File: config.mk
export PLATFORM = sky130hd
export DESIGN_NAME = lefr_flags
export DESIGN_NICKNAME = d
export VERILOG_FILES = /design/src/include/lefr_pkg.sv /design/src/lefr_flags.sv
export SDC_FILE = /design/constraint.sdc
export NUM_CORES = 1
export LEC_CHECK = 0
export BUFFER_PORTS_ARGS = -buffer_cell sky130_fd_sc_hd__buf_4
export CORE_MARGIN = 2
export CORE_UTILIZATION = 45
export DETAILED_ROUTE_END_ITERATION = 10
export HOLD_SLACK_MARGIN = 0.12
export PLACE_DENSITY = 0.76
export SLEW_MARGIN = 5
export SYNTH_ARGS = -nofsm -noshare
export SYNTH_HDL_FRONTEND = slang
export SYNTH_SLANG_ARGS = --single-unit
File: constraint.sdc
create_clock -name clock -period 2.03 [get_ports clock]
set_clock_uncertainty 0.2 [all_clocks]
set_input_delay 0.3045 -clock clock [delete_from_list [all_inputs] [get_ports clock]]
set_output_delay 0.3045 -clock clock [all_outputs]
set_load 0.02 [all_outputs]
File: src/include/lefr_pkg.sv
// Package for the link event flag register: bit positions, offsets and event carrier.
package lefr_pkg;

  // Register offsets on the plain register port (byte addresses)
  localparam logic [7:0] OFS_FLAGS  = 8'h00;
  localparam logic [7:0] OFS_MASK   = 8'h04;
  localparam logic [7:0] OFS_CTRL   = 8'h08;
  localparam logic [7:0] OFS_STATUS = 8'h0c;

  // Flag bit positions
  localparam int BIT_PHY_RESET   = 3;
  localparam int BIT_SELFID_DONE = 4;
  localparam int BIT_TX_IDLE     = 5;
  localparam int BIT_RX_BLOCK    = 6;
  localparam int BIT_RESET_CMD   = 7;
  localparam int BIT_ACK_RCV     = 8;
  localparam int BIT_ISO_BAD     = 11;
  localparam int BIT_ASYNC_BAD   = 12;
  localparam int BIT_BUSY_ACK    = 14;
  localparam int BIT_HDR_ERR     = 15;

  // Control register bit positions
  localparam int BIT_SELFID_CAPTURE = 1;
  localparam int BIT_TRIGGER_SIZE   = 2;
  localparam int BIT_ASYNC_CLEAR    = 3;

  // Status register bit positions
  localparam int BIT_ERR_STATE   = 0;
  localparam int BIT_IN_SELFID   = 1;
  localparam int BIT_DEFER_RX    = 2;
  localparam int BIT_ACK_VALID   = 31;

  // Values after reset
  localparam logic [31:0] FLAGS_RESET = 32'h0000_0000;
  localparam logic [31:0] MASK_RESET  = 32'h0000_0000;
  localparam logic [31:0] CTRL_RESET  = 32'h0000_0000;

  // Writable bits of the flag and mask registers
  localparam logic [31:0] FLAG_IMPL = 32'h0000_d9f8;

  // Event pulses from transmitter, receiver and receive queue
  typedef struct packed {
    logic bus_reset_start;
    logic bus_reset_done;
    logic tx_idle;
    logic rx_block;
    logic rx_packet_end;
    logic reset_cmd_write;
    logic ack_or_timeout;
    logic iso_bad_data;
    logic first_not_first;
    logic async_underflow;
    logic queue_overflow;
    logic hdr_crc_error;
  } lefr_evt_t;

  // Register port request
  typedef struct packed {
    logic [7:0]  addr;
    logic [31:0] wdata;
    logic        wr;
    logic        rd;
  } lefr_req_t;

endpackage

File: src/lefr_flags.sv
// Event flag register with mask, control and interrupt output of the link controller.
//
// Added by the designer: the address map and strobed register access.
`timescale 1ns/1ps
// Notes on behaviour
// - Set selfid done at bit 4 when bus reset ends; capture enable is control bit 1.
// - Set transmitter idle at bit 5 when transmitter can take a new packet.
// - Idle with ack valid low on non-broadcast async send means lost arbitration; retry.
// - Set receive block at bit 6 per block; a block is a packet when trigger off.
// - During self-ID phase defer receive block flag until bus reset ends.
// - Set reset command flag at bit 7 on quadlet write to reset start register.
// - Set ack received at bit 8 on acknowledge or timeout; mask bit enables it.
// - Set iso transmit bad at bit 11 on invalid iso queue data.
// - First quadlet not via first entry sets async bad bit 12 and error state.
// - Async queue underflow during send also sets async bad and error state.
// - Error state blocks async sends until queue clear bit; iso still sent.
// - Queue overflow sets busy ack sent at bit 14 and forces busy acknowledge.
// - Header CRC error sets bit 15 and discards the packet.
// - Set PHY reset started at bit 3 when a bus reset begins.
module lefr_flags (
  // Clock and reset
  input  wire logic              clock,
  input  wire logic              rstn,
  // Register port
  input  wire lefr_pkg::lefr_req_t req,
  output logic [31:0]            rdata,
  // Events from the link
  input  wire lefr_pkg::lefr_evt_t evt,
  input  wire logic              ack_valid,
  input  wire logic              async_pending,
  input  wire logic              broadcast,
  // Controls back to the link
  output logic                   async_send_en,
  output logic                   retry_arb,
  output logic                   force_busy_ack,
  output logic                   discard_packet,
  output logic                   async_queue_clear,
  output logic                   selfid_capture_enable,
  output logic                   trigger_size_enable,
  // Interrupt
  output logic                   irq
);

  typedef struct packed {
    logic [31:0] flags;
    logic [31:0] mask;
    logic [31:0] ctrl;
    logic [31:0] rdata;
    logic        err_state;
    logic        in_selfid;
    logic        defer_rx;
    logic        retry;
    logic        busy;
    logic        discard;
    logic        clr;
    logic        irq;
    logic        send_en;
  } lefr_state_t;

  lefr_state_t s_q;
  lefr_state_t s_d;

  // Read mux for the register port
  function automatic logic [31:0] rd_mux(input lefr_state_t s, input logic [7:0] a,
                                         input logic av);
    logic [31:0] st;
    st = 32'h0000_0000;
    st[lefr_pkg::BIT_ERR_STATE] = s.err_state;
    st[lefr_pkg::BIT_IN_SELFID] = s.in_selfid;
    st[lefr_pkg::BIT_DEFER_RX]  = s.defer_rx;
    st[lefr_pkg::BIT_ACK_VALID] = av;
    case (a)
      lefr_pkg::OFS_FLAGS:  rd_mux = s.flags;
      lefr_pkg::OFS_MASK:   rd_mux = s.mask;
      lefr_pkg::OFS_CTRL:   rd_mux = s.ctrl;
      lefr_pkg::OFS_STATUS: rd_mux = st;
      default:              rd_mux = 32'h0000_0000;
    endcase
  endfunction

  // One-hot word with a single bit at the given position
  function automatic logic [31:0] onehot(input int pos);
    onehot = 32'h0000_0001 << pos;
  endfunction

  // Next state of flags, mask, control and link controls
  always_comb begin
    logic [31:0] set_v;
    logic [31:0] clr_v;
    logic        rx_now;
    set_v = 32'h0000_0000;
    clr_v = 32'h0000_0000;
    rx_now = 1'b0;
    s_d = s_q;
    s_d.clr = 1'b0;
    // Self-ID phase tracking
    if (evt.bus_reset_start) begin
      s_d.in_selfid = 1'b1;
      set_v[lefr_pkg::BIT_PHY_RESET] = 1'b1;
    end
    // Receive block: per packet when trigger off, per block otherwise
    rx_now = s_q.ctrl[lefr_pkg::BIT_TRIGGER_SIZE] ? evt.rx_block : evt.rx_packet_end;
    if (rx_now && (s_q.in_selfid || evt.bus_reset_start)) begin
      s_d.defer_rx = 1'b1;
    end else if (rx_now) begin
      set_v[lefr_pkg::BIT_RX_BLOCK] = 1'b1;
    end
    if (evt.bus_reset_done) begin
      s_d.in_selfid = 1'b0;
      set_v[lefr_pkg::BIT_SELFID_DONE] = 1'b1;
      if (s_q.defer_rx || rx_now) begin
        set_v[lefr_pkg::BIT_RX_BLOCK] = 1'b1;
      end
      s_d.defer_rx = 1'b0;
    end
    if (evt.tx_idle) set_v[lefr_pkg::BIT_TX_IDLE] = 1'b1;
    if (evt.reset_cmd_write) set_v[lefr_pkg::BIT_RESET_CMD] = 1'b1;
    if (evt.ack_or_timeout) set_v[lefr_pkg::BIT_ACK_RCV] = 1'b1;
    if (evt.iso_bad_data) set_v[lefr_pkg::BIT_ISO_BAD] = 1'b1;
    if (evt.queue_overflow) set_v[lefr_pkg::BIT_BUSY_ACK] = 1'b1;
    if (evt.hdr_crc_error) set_v[lefr_pkg::BIT_HDR_ERR] = 1'b1;
    s_d.busy = evt.queue_overflow;
    s_d.discard = evt.hdr_crc_error;
    // Lost arbitration: idle while ack valid stays low on a directed async send
    s_d.retry = evt.tx_idle && !ack_valid && async_pending && !broadcast;
    // Register writes
    if (req.wr) begin
      case (req.addr)
        lefr_pkg::OFS_FLAGS: clr_v = req.wdata & lefr_pkg::FLAG_IMPL;
        lefr_pkg::OFS_MASK:  s_d.mask = req.wdata & lefr_pkg::FLAG_IMPL;
        lefr_pkg::OFS_CTRL: begin
          // Only the two enable bits are kept; the clear bit reads back as zero
          s_d.ctrl = req.wdata & (onehot(lefr_pkg::BIT_SELFID_CAPTURE)
                                  | onehot(lefr_pkg::BIT_TRIGGER_SIZE));
          s_d.clr = req.wdata[lefr_pkg::BIT_ASYNC_CLEAR];
        end
        default: ;
      endcase
    end
    // Error state of the async transmit path
    if (s_q.clr) s_d.err_state = 1'b0;
    if (evt.first_not_first || evt.async_underflow) begin
      s_d.err_state = 1'b1;
      set_v[lefr_pkg::BIT_ASYNC_BAD] = 1'b1;
    end
    // Send enable is kept in a flop so the output needs no gate after it
    s_d.send_en = !s_d.err_state;
    // Sticky flags, set wins over a write-one clear
    s_d.flags = ((s_q.flags & ~clr_v) | set_v) & lefr_pkg::FLAG_IMPL;
    s_d.irq = |(s_d.flags & s_d.mask);
    s_d.rdata = req.rd ? rd_mux(s_q, req.addr, ack_valid) : 32'h0000_0000;
  end

  // State register
  always_ff @(posedge clock or negedge rstn) begin
    if (!rstn) begin
      s_q <= '0;
      s_q.flags <= lefr_pkg::FLAGS_RESET;
      s_q.mask <= lefr_pkg::MASK_RESET;
      s_q.ctrl <= lefr_pkg::CTRL_RESET;
      s_q.send_en <= 1'b1;
    end else begin
      s_q <= s_d;
    end
  end

  // Outputs straight from flip-flops
  assign rdata = s_q.rdata;
  assign irq = s_q.irq;
  assign async_send_en = s_q.send_en;
  assign retry_arb = s_q.retry;
  assign force_busy_ack = s_q.busy;
  assign discard_packet = s_q.discard;
  assign async_queue_clear = s_q.clr;
  assign selfid_capture_enable = s_q.ctrl[lefr_pkg::BIT_SELFID_CAPTURE];
  assign trigger_size_enable = s_q.ctrl[lefr_pkg::BIT_TRIGGER_SIZE];

  // Checks on flag setting: each flag follows its event by one cycle

  // Bus reset start raises the PHY reset flag
  a_phyrst_sets: assert property (@(posedge clock) disable iff (!rstn)
    evt.bus_reset_start |=> s_q.flags[lefr_pkg::BIT_PHY_RESET])
    else $error("phy reset flag");

  // End of bus reset raises self-ID done
  a_selfid_sets: assert property (@(posedge clock) disable iff (!rstn)
    evt.bus_reset_done |=> s_q.flags[lefr_pkg::BIT_SELFID_DONE])
    else $error("selfid flag");

  // Start of bus reset enters the self-ID phase
  a_selfid_enter: assert property (@(posedge clock) disable iff (!rstn)
    (evt.bus_reset_start && !evt.bus_reset_done) |=> s_q.in_selfid)
    else $error("selfid phase");

  // Idle transmitter raises its flag
  a_txidle_sets: assert property (@(posedge clock) disable iff (!rstn)
    evt.tx_idle |=> s_q.flags[lefr_pkg::BIT_TX_IDLE])
    else $error("tx idle flag");

  // Write to the reset start register raises the command flag
  a_rstcmd_sets: assert property (@(posedge clock) disable iff (!rstn)
    evt.reset_cmd_write |=> s_q.flags[lefr_pkg::BIT_RESET_CMD])
    else $error("reset command flag");

  // Acknowledge or timeout raises the ack flag
  a_ack_sets: assert property (@(posedge clock) disable iff (!rstn)
    evt.ack_or_timeout |=> s_q.flags[lefr_pkg::BIT_ACK_RCV])
    else $error("ack flag");

  // With its mask bit on, the ack event reaches the interrupt line
  a_ack_irq: assert property (@(posedge clock) disable iff (!rstn)
    (evt.ack_or_timeout && s_q.mask[lefr_pkg::BIT_ACK_RCV]
     && !(req.wr && req.addr == lefr_pkg::OFS_MASK)) |=> irq)
    else $error("ack interrupt");

  // Bad iso queue data raises its flag
  a_iso_sets: assert property (@(posedge clock) disable iff (!rstn)
    evt.iso_bad_data |=> s_q.flags[lefr_pkg::BIT_ISO_BAD])
    else $error("iso bad flag");

  // Header CRC error raises its flag
  a_hdr_sets: assert property (@(posedge clock) disable iff (!rstn)
    evt.hdr_crc_error |=> s_q.flags[lefr_pkg::BIT_HDR_ERR])
    else $error("header error flag");

  // Checks on the receive block flag
  // Whole packet counts as a block with the trigger size off
  a_rx_packet: assert property (@(posedge clock) disable iff (!rstn)
    (evt.rx_packet_end && !trigger_size_enable && !s_q.in_selfid && !evt.bus_reset_start)
    |=> s_q.flags[lefr_pkg::BIT_RX_BLOCK])
    else $error("rx flag");

  // Each block counts with the trigger size on
  a_rx_block_mode: assert property (@(posedge clock) disable iff (!rstn)
    (evt.rx_block && trigger_size_enable && !s_q.in_selfid && !evt.bus_reset_start)
    |=> s_q.flags[lefr_pkg::BIT_RX_BLOCK])
    else $error("rx block flag");

  // Packet end alone sets nothing with the trigger size on
  a_rx_trig_gate: assert property (@(posedge clock) disable iff (!rstn)
    (evt.rx_packet_end && !evt.rx_block && trigger_size_enable && !evt.bus_reset_done
     && !s_q.flags[lefr_pkg::BIT_RX_BLOCK]) |=> !s_q.flags[lefr_pkg::BIT_RX_BLOCK])
    else $error("rx flag on packet end");

  // No receive flag inside the self-ID phase
  a_rx_deferred: assert property (@(posedge clock) disable iff (!rstn)
    (s_q.in_selfid && !evt.bus_reset_done && !s_q.flags[lefr_pkg::BIT_RX_BLOCK])
    |=> !s_q.flags[lefr_pkg::BIT_RX_BLOCK])
    else $error("rx flag during selfid");

  // A held-back block shows at the end of bus reset
  a_rx_release: assert property (@(posedge clock) disable iff (!rstn)
    (evt.bus_reset_done && s_q.defer_rx) |=> s_q.flags[lefr_pkg::BIT_RX_BLOCK])
    else $error("deferred rx lost");

  // Checks on the async error state
  // Bad first quadlet or underflow blocks async sends
  a_async_block: assert property (@(posedge clock) disable iff (!rstn)
    (evt.first_not_first || evt.async_underflow)
    |=> !async_send_en && s_q.flags[lefr_pkg::BIT_ASYNC_BAD])
    else $error("async error");

  // Underflow alone enters the error state
  a_underflow_err: assert property (@(posedge clock) disable iff (!rstn)
    evt.async_underflow |=> !async_send_en && s_q.flags[lefr_pkg::BIT_ASYNC_BAD])
    else $error("underflow error");

  // Error state holds until the queue clear pulse
  a_err_holds: assert property (@(posedge clock) disable iff (!rstn)
    (!async_send_en && !async_queue_clear) |=> !async_send_en)
    else $error("err left");

  // Queue clear with no new error leaves the error state
  a_err_clears: assert property (@(posedge clock) disable iff (!rstn)
    (async_queue_clear && !evt.first_not_first && !evt.async_underflow) |=> async_send_en)
    else $error("err kept");

  // Queue clear pulse only after a control write
  a_clear_pulse: assert property (@(posedge clock) disable iff (!rstn)
    !(req.wr && req.addr == lefr_pkg::OFS_CTRL) |=> !async_queue_clear)
    else $error("stray queue clear");

  // Checks on the one-cycle link controls
  // Lost arbitration on a directed async send
  a_retry_arb: assert property (@(posedge clock) disable iff (!rstn)
    (evt.tx_idle && !ack_valid && async_pending && !broadcast) |=> retry_arb)
    else $error("retry missing");

  // No retry without an idle transmitter and ack valid low
  a_retry_pulse: assert property (@(posedge clock) disable iff (!rstn)
    (!evt.tx_idle || ack_valid) |=> !retry_arb)
    else $error("stray retry");

  // Overflow forces a busy acknowledge and sets its flag
  a_busy_ack: assert property (@(posedge clock) disable iff (!rstn)
    evt.queue_overflow |=> force_busy_ack && s_q.flags[lefr_pkg::BIT_BUSY_ACK])
    else $error("busy ack");

  // No busy acknowledge without an overflow
  a_busy_pulse: assert property (@(posedge clock) disable iff (!rstn)
    !evt.queue_overflow |=> !force_busy_ack)
    else $error("stray busy ack");

  // Header error discards the packet
  a_hdr_discard: assert property (@(posedge clock) disable iff (!rstn)
    evt.hdr_crc_error |=> discard_packet)
    else $error("discard");

  // No discard without a header error
  a_discard_pulse: assert property (@(posedge clock) disable iff (!rstn)
    !evt.hdr_crc_error |=> !discard_packet)
    else $error("stray discard");

  // Checks on stickiness and the interrupt line
  // Interrupt follows the unmasked flags
  a_irq_level: assert property (@(posedge clock) disable iff (!rstn)
    ##1 irq == |(s_q.flags & s_q.mask))
    else $error("irq level");

  // A flag stays until written with a one
  a_flag_sticky: assert property (@(posedge clock) disable iff (!rstn)
    (s_q.flags[lefr_pkg::BIT_HDR_ERR] && !(req.wr && req.addr == lefr_pkg::OFS_FLAGS))
    |=> s_q.flags[lefr_pkg::BIT_HDR_ERR])
    else $error("flag lost");

  // Set wins over a clear in the same cycle
  a_set_wins: assert property (@(posedge clock) disable iff (!rstn)
    (evt.hdr_crc_error && req.wr && req.addr == lefr_pkg::OFS_FLAGS)
    |=> s_q.flags[lefr_pkg::BIT_HDR_ERR])
    else $error("set lost to clear");

  // Writing a one clears a flag with no new event
  a_clear_works: assert property (@(posedge clock) disable iff (!rstn)
    (req.wr && req.addr == lefr_pkg::OFS_FLAGS && req.wdata[lefr_pkg::BIT_HDR_ERR]
     && !evt.hdr_crc_error) |=> !s_q.flags[lefr_pkg::BIT_HDR_ERR])
    else $error("flag not cleared");

  // Main scenarios
  // Interrupt rises
  c_irq_fire: cover property (@(posedge clock) disable iff (!rstn) $rose(irq));
  // Error state left after a queue clear
  c_err_exit: cover property (@(posedge clock) disable iff (!rstn) $rose(async_send_en));
  // Held-back block released at the end of bus reset
  c_deferred: cover property (@(posedge clock) disable iff (!rstn)
    s_q.defer_rx && evt.bus_reset_done);
  // Event and clear in one cycle
  c_set_clear: cover property (@(posedge clock) disable iff (!rstn)
    evt.hdr_crc_error && req.wr && req.addr == lefr_pkg::OFS_FLAGS);
  // Lost arbitration seen
  c_retry: cover property (@(posedge clock) disable iff (!rstn) retry_arb);

endmodule

Word level (Yosys, flattened, before mapping)
Index checks and enable logic that the tools add are counted.

Bits in registers: 85. Output and inout bits: 40. Logic and storage cells: 63. Input port bits: 59.

Bitwise operators: 4. Reduce and logical (&&, ||, !) cells: 15. Multiplexer cells: 28. Equality and inequality tests: 3.

Operators with widths (number): $pmux W32 S4 (1); $mux W32 (2); $mux W64 (1); $and A16 B32 Y32 (1); $mux W16 (2); $reduce_or A32 Y1 (1); $mux W1 (20); $and A16 B16 Y16 (1); $eq A8 B4 Y1 const B (2); $not A16 Y16 (1); $or A16 B16 Y16 (1); $eq A8 B3 Y1 const B (1); $logic_not A8 Y1 (1); $logic_and A1 B1 Y1 (4); $reduce_bool A2 Y1 (2); $logic_not A1 Y1 (3); $logic_or A1 B1 Y1 (3); $mux W3 (1); $mux W2 (1); $reduce_and A2 Y1 (1).

Longest topological paths before layout
Gate-level depths: netlist of run 1.

Depth after elaboration: 8. Mapped depth: 7.

Worst setup path after synthesis of run 1
No wires, ideal clock.

Path type: input -> register. Start point: input req[37] in the netlist's numbering. End point: register s_q, in the netlist irq. Cell stages on the path: 7. Required time: 1690 ps. Path buffers: 1. Setup slack: 273 ps. Library setup time: 140 ps. Data arrival time: 1418 ps. Cell sequence: nor4b_2 > and2_1 > buf_6 > nand3b_2 > a21o_1 > a211oi_1 > nand4_1.

RTL lines: start: declaration (RTL line lefr_flags.sv:25) `input wire lefr_pkg::lefr_req_t req,`; end: declaration (RTL line lefr_flags.sv:60) `lefr_state_t s_q;`.

==> metrics.md, run 1 <==
| Metric | Value |
|---|---|
| Aggregate global routing overflow | `0` |
| Cell taking the most area after synthesis | `dfrtp_1` |
| Post-route ant nets | `0` |
| Fraction of registers with async set/reset | `100%` |
| Clock buffer count from CTS | `5` |
| WL per Instance | `12.9 µm` |
| First-pass GRT wire length | `7.99 mm` |
| Setup total negative slack | `0 ps` |
| Dpl ws | `-105 ps` |
| Drt first pass iters | `6` |
| Aggregate global-route resource usage | `18.9%` |
| Final Critical Period | `1900 ps` |
| Layout cells sized above 1 | `33.5%` |
| Layout Nets | `368` |
| Residual DRC | `0` |
| Post-Syn Area | `2270 µm²` |
| Data arrival, critical path | `1870 ps` |
| Max FO, Critical Path | `6` |
| GRT Max-Usage Layer | `met2` |
| Warnings, synthesis | `0` |
| Slew headroom | `62.4%` |
| Post-CTS Setup Inserts | `0` |
| Max clock buf depth | `2` |
| Syn_area_per_cell | `10.3 µm²` |
| CP Class | `input pin to register` |
| Placed wire-length estimate | `3.52 mm` |
| Slew @ Worst Pin | `564 ps` |
| RSZ-0062 raised after global routing | `no` |
| GPL Wtd Cong | `0.797` |
| PnR worst setup slack | `128 ps` |
| # rows | `25` |
| Critical Path RT | `2000 ps` |
| Min Hold Slack | `150 ps` |
| Number of global-route vias before repair | `1818` |
| H-Tree Depth | `2` |
| Dominant synthesized flop cell | `dfrtp_1` |
| Die Span Y | `75 µm` |
| Area Growth Syn to Fin | `35.6%` |
| Worst-skew pair later-pin latency | `300 ps` |
| Synth top area share | `48.5%` |
| Post-DR vias/cell | `4.76` |
| Maximum clock frequency | `0.526 GHz` |
| Die area | `5630 µm²` |
| Post-synth cell types | `37` |
| Cells after synthesis | `221` |
| Largest net degree at the start of global routing | `46` |
| DIE WIDTH | `75 µm` |
| Worst min-delay path category | `input pin to register` |
| Clock Pin Slew Worst Setup and Hold Paths | `80 ps` |
| CP max stage delay | `530 ps` |
| Routing usage on met2 | `34.3%` |
| Critical-path cell list | `dlygate4sd3_1 > buf_4 > or2_2 > a21oi_1 > o21ai_0 > a2bb2oi_1 > nand4_1` |
| Final Hold Fails | `0` |
| Post-route clock period utilization | `93.7%` |
| Commonest cells in the synthesized netlist | `dfrtp_1, buf_4, nor2_1` |
| Root buf cell | `clkbuf_8` |
| CTS Sinks | `45` |
| Vias | `1793` |
| CTS tree | `done` |
| Port Buffers | `60` |
| Setup violators final | `0` |
| Drt total wl | `4.86 mm` |
| Crit path capture type | `register` |
| Top cells by area, synth | `dfrtp_1, buf_4, mux2_2` |
| #FFs+latches synth | `45` |
| Maximum VDD drop | `0.361 mV` |
| Sequential fraction of the synthesis area | `49.7%` |
| Fin. max-slew vios | `0` |
| Initial DRC count | `75` |
| Most frequent cell after synthesis | `dfrtp_1` |
| Initial Utilization | `47.4%` |
| Crit-path slowest cell | `dlygate4sd3_1` |
| GRT met3 Usage | `2.81%` |
| Max-Cap Viols | `0` |
| Post-synth EDFFs | `0` |
| N_diodes | `0` |
| Antenna violations before repair | `0` |
| P_leak | `0.00155 µW` |
| Tot Pwr | `1830 µW` |
| Status | `complete, no violations` |
| Crit start category | `input pin` |
| PD cells | `595 nW/µm²` |
| M1 GR Usage | `22.6%` |
| Core box area | `4790 µm²` |
| I/O pin total | `99` |
## kinds of logic after synthesis
group | after synthesis | synth area share, %
other cells | 1 | 0.165
flops | 45 | 49.7
simple gates | 64 | 14.8
mux | 24 | 11.3
compound gates | 35 | 9.71
buf+inv | 52 | 14.4
## per-stage QoR
| stage | cell area (µm²) | util (%) | cells |
|---|---|---|---|
| 2_1_floorplan | 2330 | - | 238 |
| 3_3_place_gp | 2710 | 56.6 | 343 |
| 3_5_place_dp | 2710 | 56.6 | 343 |
| 4_1_cts | 3070 | 64.2 | 377 |
| 5_1_grt | 3080 | 64.3 | 377 |
| 6_report | 3080 | 64.3 | 377 |
## cell usage in the layout, fill, tap and decap left out, types with 2 or more instances in the layout
cell,n
a21oi_1,6
or2_2,2
nand2_1,19
clkbuf_8,7
conb_1,18
nand4_1,2
a221oi_1,3
nand3_1,6
mux2_2,12
inv_1,14
dlygate4sd3_1,26
o21ai_0,12
a21o_1,5
nand2b_1,2
a211oi_1,2
o22ai_1,4
dfrtp_1,44
nor2_1,21
buf_4,75
nor3_1,2
mux2i_1,12
## flip-flops by register name (all words and copies together), names as in the netlist
| register | count |
|---|---|
| s_q | 23 |
| rdata | 14 |
| async_queue_clear | 1 |
| async_send_en | 1 |
| discard_packet | 1 |
| force_busy_ack | 1 |
| irq | 1 |
| retry_arb | 1 |
| selfid_capture_enable | 1 |
| trigger_size_enable | 1 |
## worst paths after layout
check / startpoint / slack, ps / endpoint / cells past startpoint
worst max-delay path: evt[10] / 130 / irq / 7
worst min-delay path: req[1] / 150 / async_queue_clear / 3
worst max register to register: trigger_size_enable / 340 / irq / 5
worst min register to register: s_q[110] / 310 / s_q[110] / 2
max in group asynchronous: rstn / 910 / rdata[15] / 2
min in group asynchronous: rstn / 340 / rdata[0] / 2
## power by group
part	switching, µW	internal [µW]	leakage (µW)	total, µW
clock network	301	308	0.0000542	608
registers	14.5	919	0.000556	933
logic	145	145	0.000939	290
total	460	1370	0.00155	1830
## critical path: cells and delay by family
family	cells	cell delay (ps)
buffers and inverters	2	680
AO/OA/AOI/OAI	3	480
AND/OR/NAND/NOR	2	410
## layer usage
layer  vias to the layer above  wire length (µm)
met5                         -                 0
met4                         0                63
met3                         7               184
met2                        45              2520
met1                       861              2090
li1                        880                 -
## repair_timing
action                                  in CTS  in global routing
endpoints found under the setup margin       0                  1
hold buffers                                26                  0
endpoints found under the hold margin       74                  0
gates resized for setup                      0                  1
## layout make-up
| type | instances | area, µm² |
|---|---|---|
| multi-input cells | 141 | 885 |
| clock inverters | 1 | 5.00 |
| inverters | 15 | 56.3 |
| well taps | 67 | 83.8 |
| repair buffers | 101 | 823 |
| flip-flops and latches | 45 | 1130 |
| clock buffers | 7 | 96.3 |
| fillers | 395 | 1710 |
Power figures use the tool's default switching activity.
==> inputs of run 2 (changes only) <==
Settings changed: REMOVE_ABC_BUFFERS from default to 1.
==> run 2 against run 1 <==
Combinational power barely moved. Global-route usage down 0.88 points. Hold slack worse by 12 ps. Core utilization shrank 0.21 points. Largest cell class unchanged.
==> metrics.md, run 2 (same netlist as run 1, synthesis figures left out) <==
| Metric | Value |
|---|---|
| Status | `complete, no violations` |
| CTS tree | `done` |
| Top reg by flops | `s_q` |
| R2r startpoint | `trigger_size_enable` |
| Slew headroom | `63.1%` |
| Placed wire-length estimate | `3.47 mm` |
| Initial Utilization | `47.4%` |
| RSZ-0062 raised after global routing | `no` |
| DIE WIDTH | `75 µm` |
| P_leak | `0.00154 µW` |
| Die Span Y | `75 µm` |
| CP Class | `input pin to register` |
| Data arrival, critical path | `1850 ps` |
| Aggregate global-route resource usage | `18.0%` |
| PD cells | `571 nW/µm²` |
| Slew @ Worst Pin | `554 ps` |
| Crit path capture type | `register` |
| Min Hold Slack | `138 ps` |
| Most common cell after layout, fill and taps aside | `buf_4` |
| Drt first pass iters | `4` |
| WL per Instance | `12.4 µm` |
| Area of the multi-input gates | `885 µm²` |
| Layout cells sized above 1 | `33.1%` |
| Final Critical Period | `1900 ps` |
| Post-route ant nets | `0` |
| Clock buffer count from CTS | `5` |
| Root buf cell | `clkbuf_8` |
| Max FFs per register | `23` |
| Fill cell count | `402` |
| Die area | `5630 µm²` |
| H-Tree Depth | `2` |
| Maximum clock frequency | `0.527 GHz` |
| Final Hold Fails | `0` |
| First-pass GRT wire length | `7.60 mm` |
| # rows | `25` |
| Port Buffers | `60` |
| Core box area | `4790 µm²` |
| CTS Sinks | `45` |
| Crit start category | `input pin` |
| Layout Utilization | `64.1%` |
| Post-DR vias/cell | `4.69` |
| Area Growth Syn to Fin | `35.2%` |
| Layout Nets | `369` |
| Worst min-delay path category | `input pin to register` |
| Setup violators final | `0` |
| Aggregate global routing overflow | `0` |
| N_diodes | `0` |
| Post-route clock period utilization | `93.5%` |
| GPL Wtd Cong | `0.880` |
| Antenna violations before repair | `0` |
| Fin. max-slew vios | `0` |
| Max-Cap Viols | `0` |
| Residual DRC | `0` |
| Number of global-route vias before repair | `1753` |
| Largest net degree at the start of global routing | `46` |
| Vias | `1771` |
| Drt total wl | `4.68 mm` |
| Max clock buf depth | `2` |
| Max FO, Critical Path | `3` |
| HP Start | `evt[2]` |
| FF+latch area | `1130 µm²` |
| Worst-skew pair later-pin latency | `290 ps` |
| Clock Pin Slew Worst Setup and Hold Paths | `80 ps` |
| I/O pin total | `99` |
| Maximum VDD drop | `0.311 mV` |
| Initial DRC count | `95` |
| Commonest non-fill, non-tap cells in the layout | `buf_4, dfrtp_1, dlygate4sd3_1` |
| Critical Path RT | `1980 ps` |
| CP Launch Point | `req[5]` |
==> run 2: cell types whose count changed in the layout (fill, tap and decap cells not counted) <==
cell / change
buf_4: +1
clkbuf_1: +2
clkbuf_8: -2
clkinv_2: -1
clkinvlp_4: +1
==> run 2: what timing repair did <==
action / in CTS / in global routing
hold buffers: 26 / 0
setup endpoints to repair: 0 / 1
endpoints found under the hold margin: 71 / 0
gates resized for setup: 0 / 1
setup buffers: 0 / 0
==> run 2: final timing paths <==
kind | endpoint | slack [ps] | depth (start not counted)
setup / recovery | irq | 130 | 8
hold / removal | s_q[8] | 140 | 3
setup reg to reg | irq | 380 | 5
hold reg to reg | s_q[110] | 310 | 2
max in group asynchronous | s_q[76] | 900 | 2
min in group asynchronous | rdata[1] | 340 | 2
==> run 2: layout make-up <==
type                       count  share of cell area, %
timing repair buffer         102                   27.1
clock inverter                 1                  0.245
tap                           67                   2.73
multi-input combinational    141                   28.8
clock buffer                   7                   2.49
inverter                      15                   1.84
sequential                    45                   36.8
==> run 2: layer usage <==
layer | vias up | wire length [µm] | track usage [%]
met4 | 0 | 44 | 4.17
li1 | 872 | - | -
met1 | 834 | 1990 | 21.5
met3 | 6 | 271 | 4.02
met5 | - | 0 | 0
met2 | 59 | 2370 | 32.8
==> run 2: critical path, cell delays in order <==
cell and delay, ps:
dlygate4sd3_1 530, buf_4 120, nor3b_1 180, a21oi_1 60, o22ai_1 110, a21oi_1 80, nor4_2 320, nand4_1 140
==> run 2: stage by stage <==
step           setup TNS [ps]  instance area, µm²  cells  power, µW  setup slack, ps
6_report                    0                3070    378       1750              132
5_1_grt                     0                3070    378       1840             22.2
4_1_cts                     0                3060    378       1770             33.6
3_5_place_dp            -97.5                2720    344       1200            -97.5
3_3_place_gp            -69.9                2720    344       1190            -69.9
2_1_floorplan           -41.0                2060    201       1060            -41.0
==> run 2: report_power, final <==
part           total (µW)  internal [µW]  switching (µW)  leakage, µW
sequential            932            919            13.2     0.000556
clock                 531            244             288    0.0000385
combinational         288            145             143     0.000942
total                1750           1310             444      0.00154
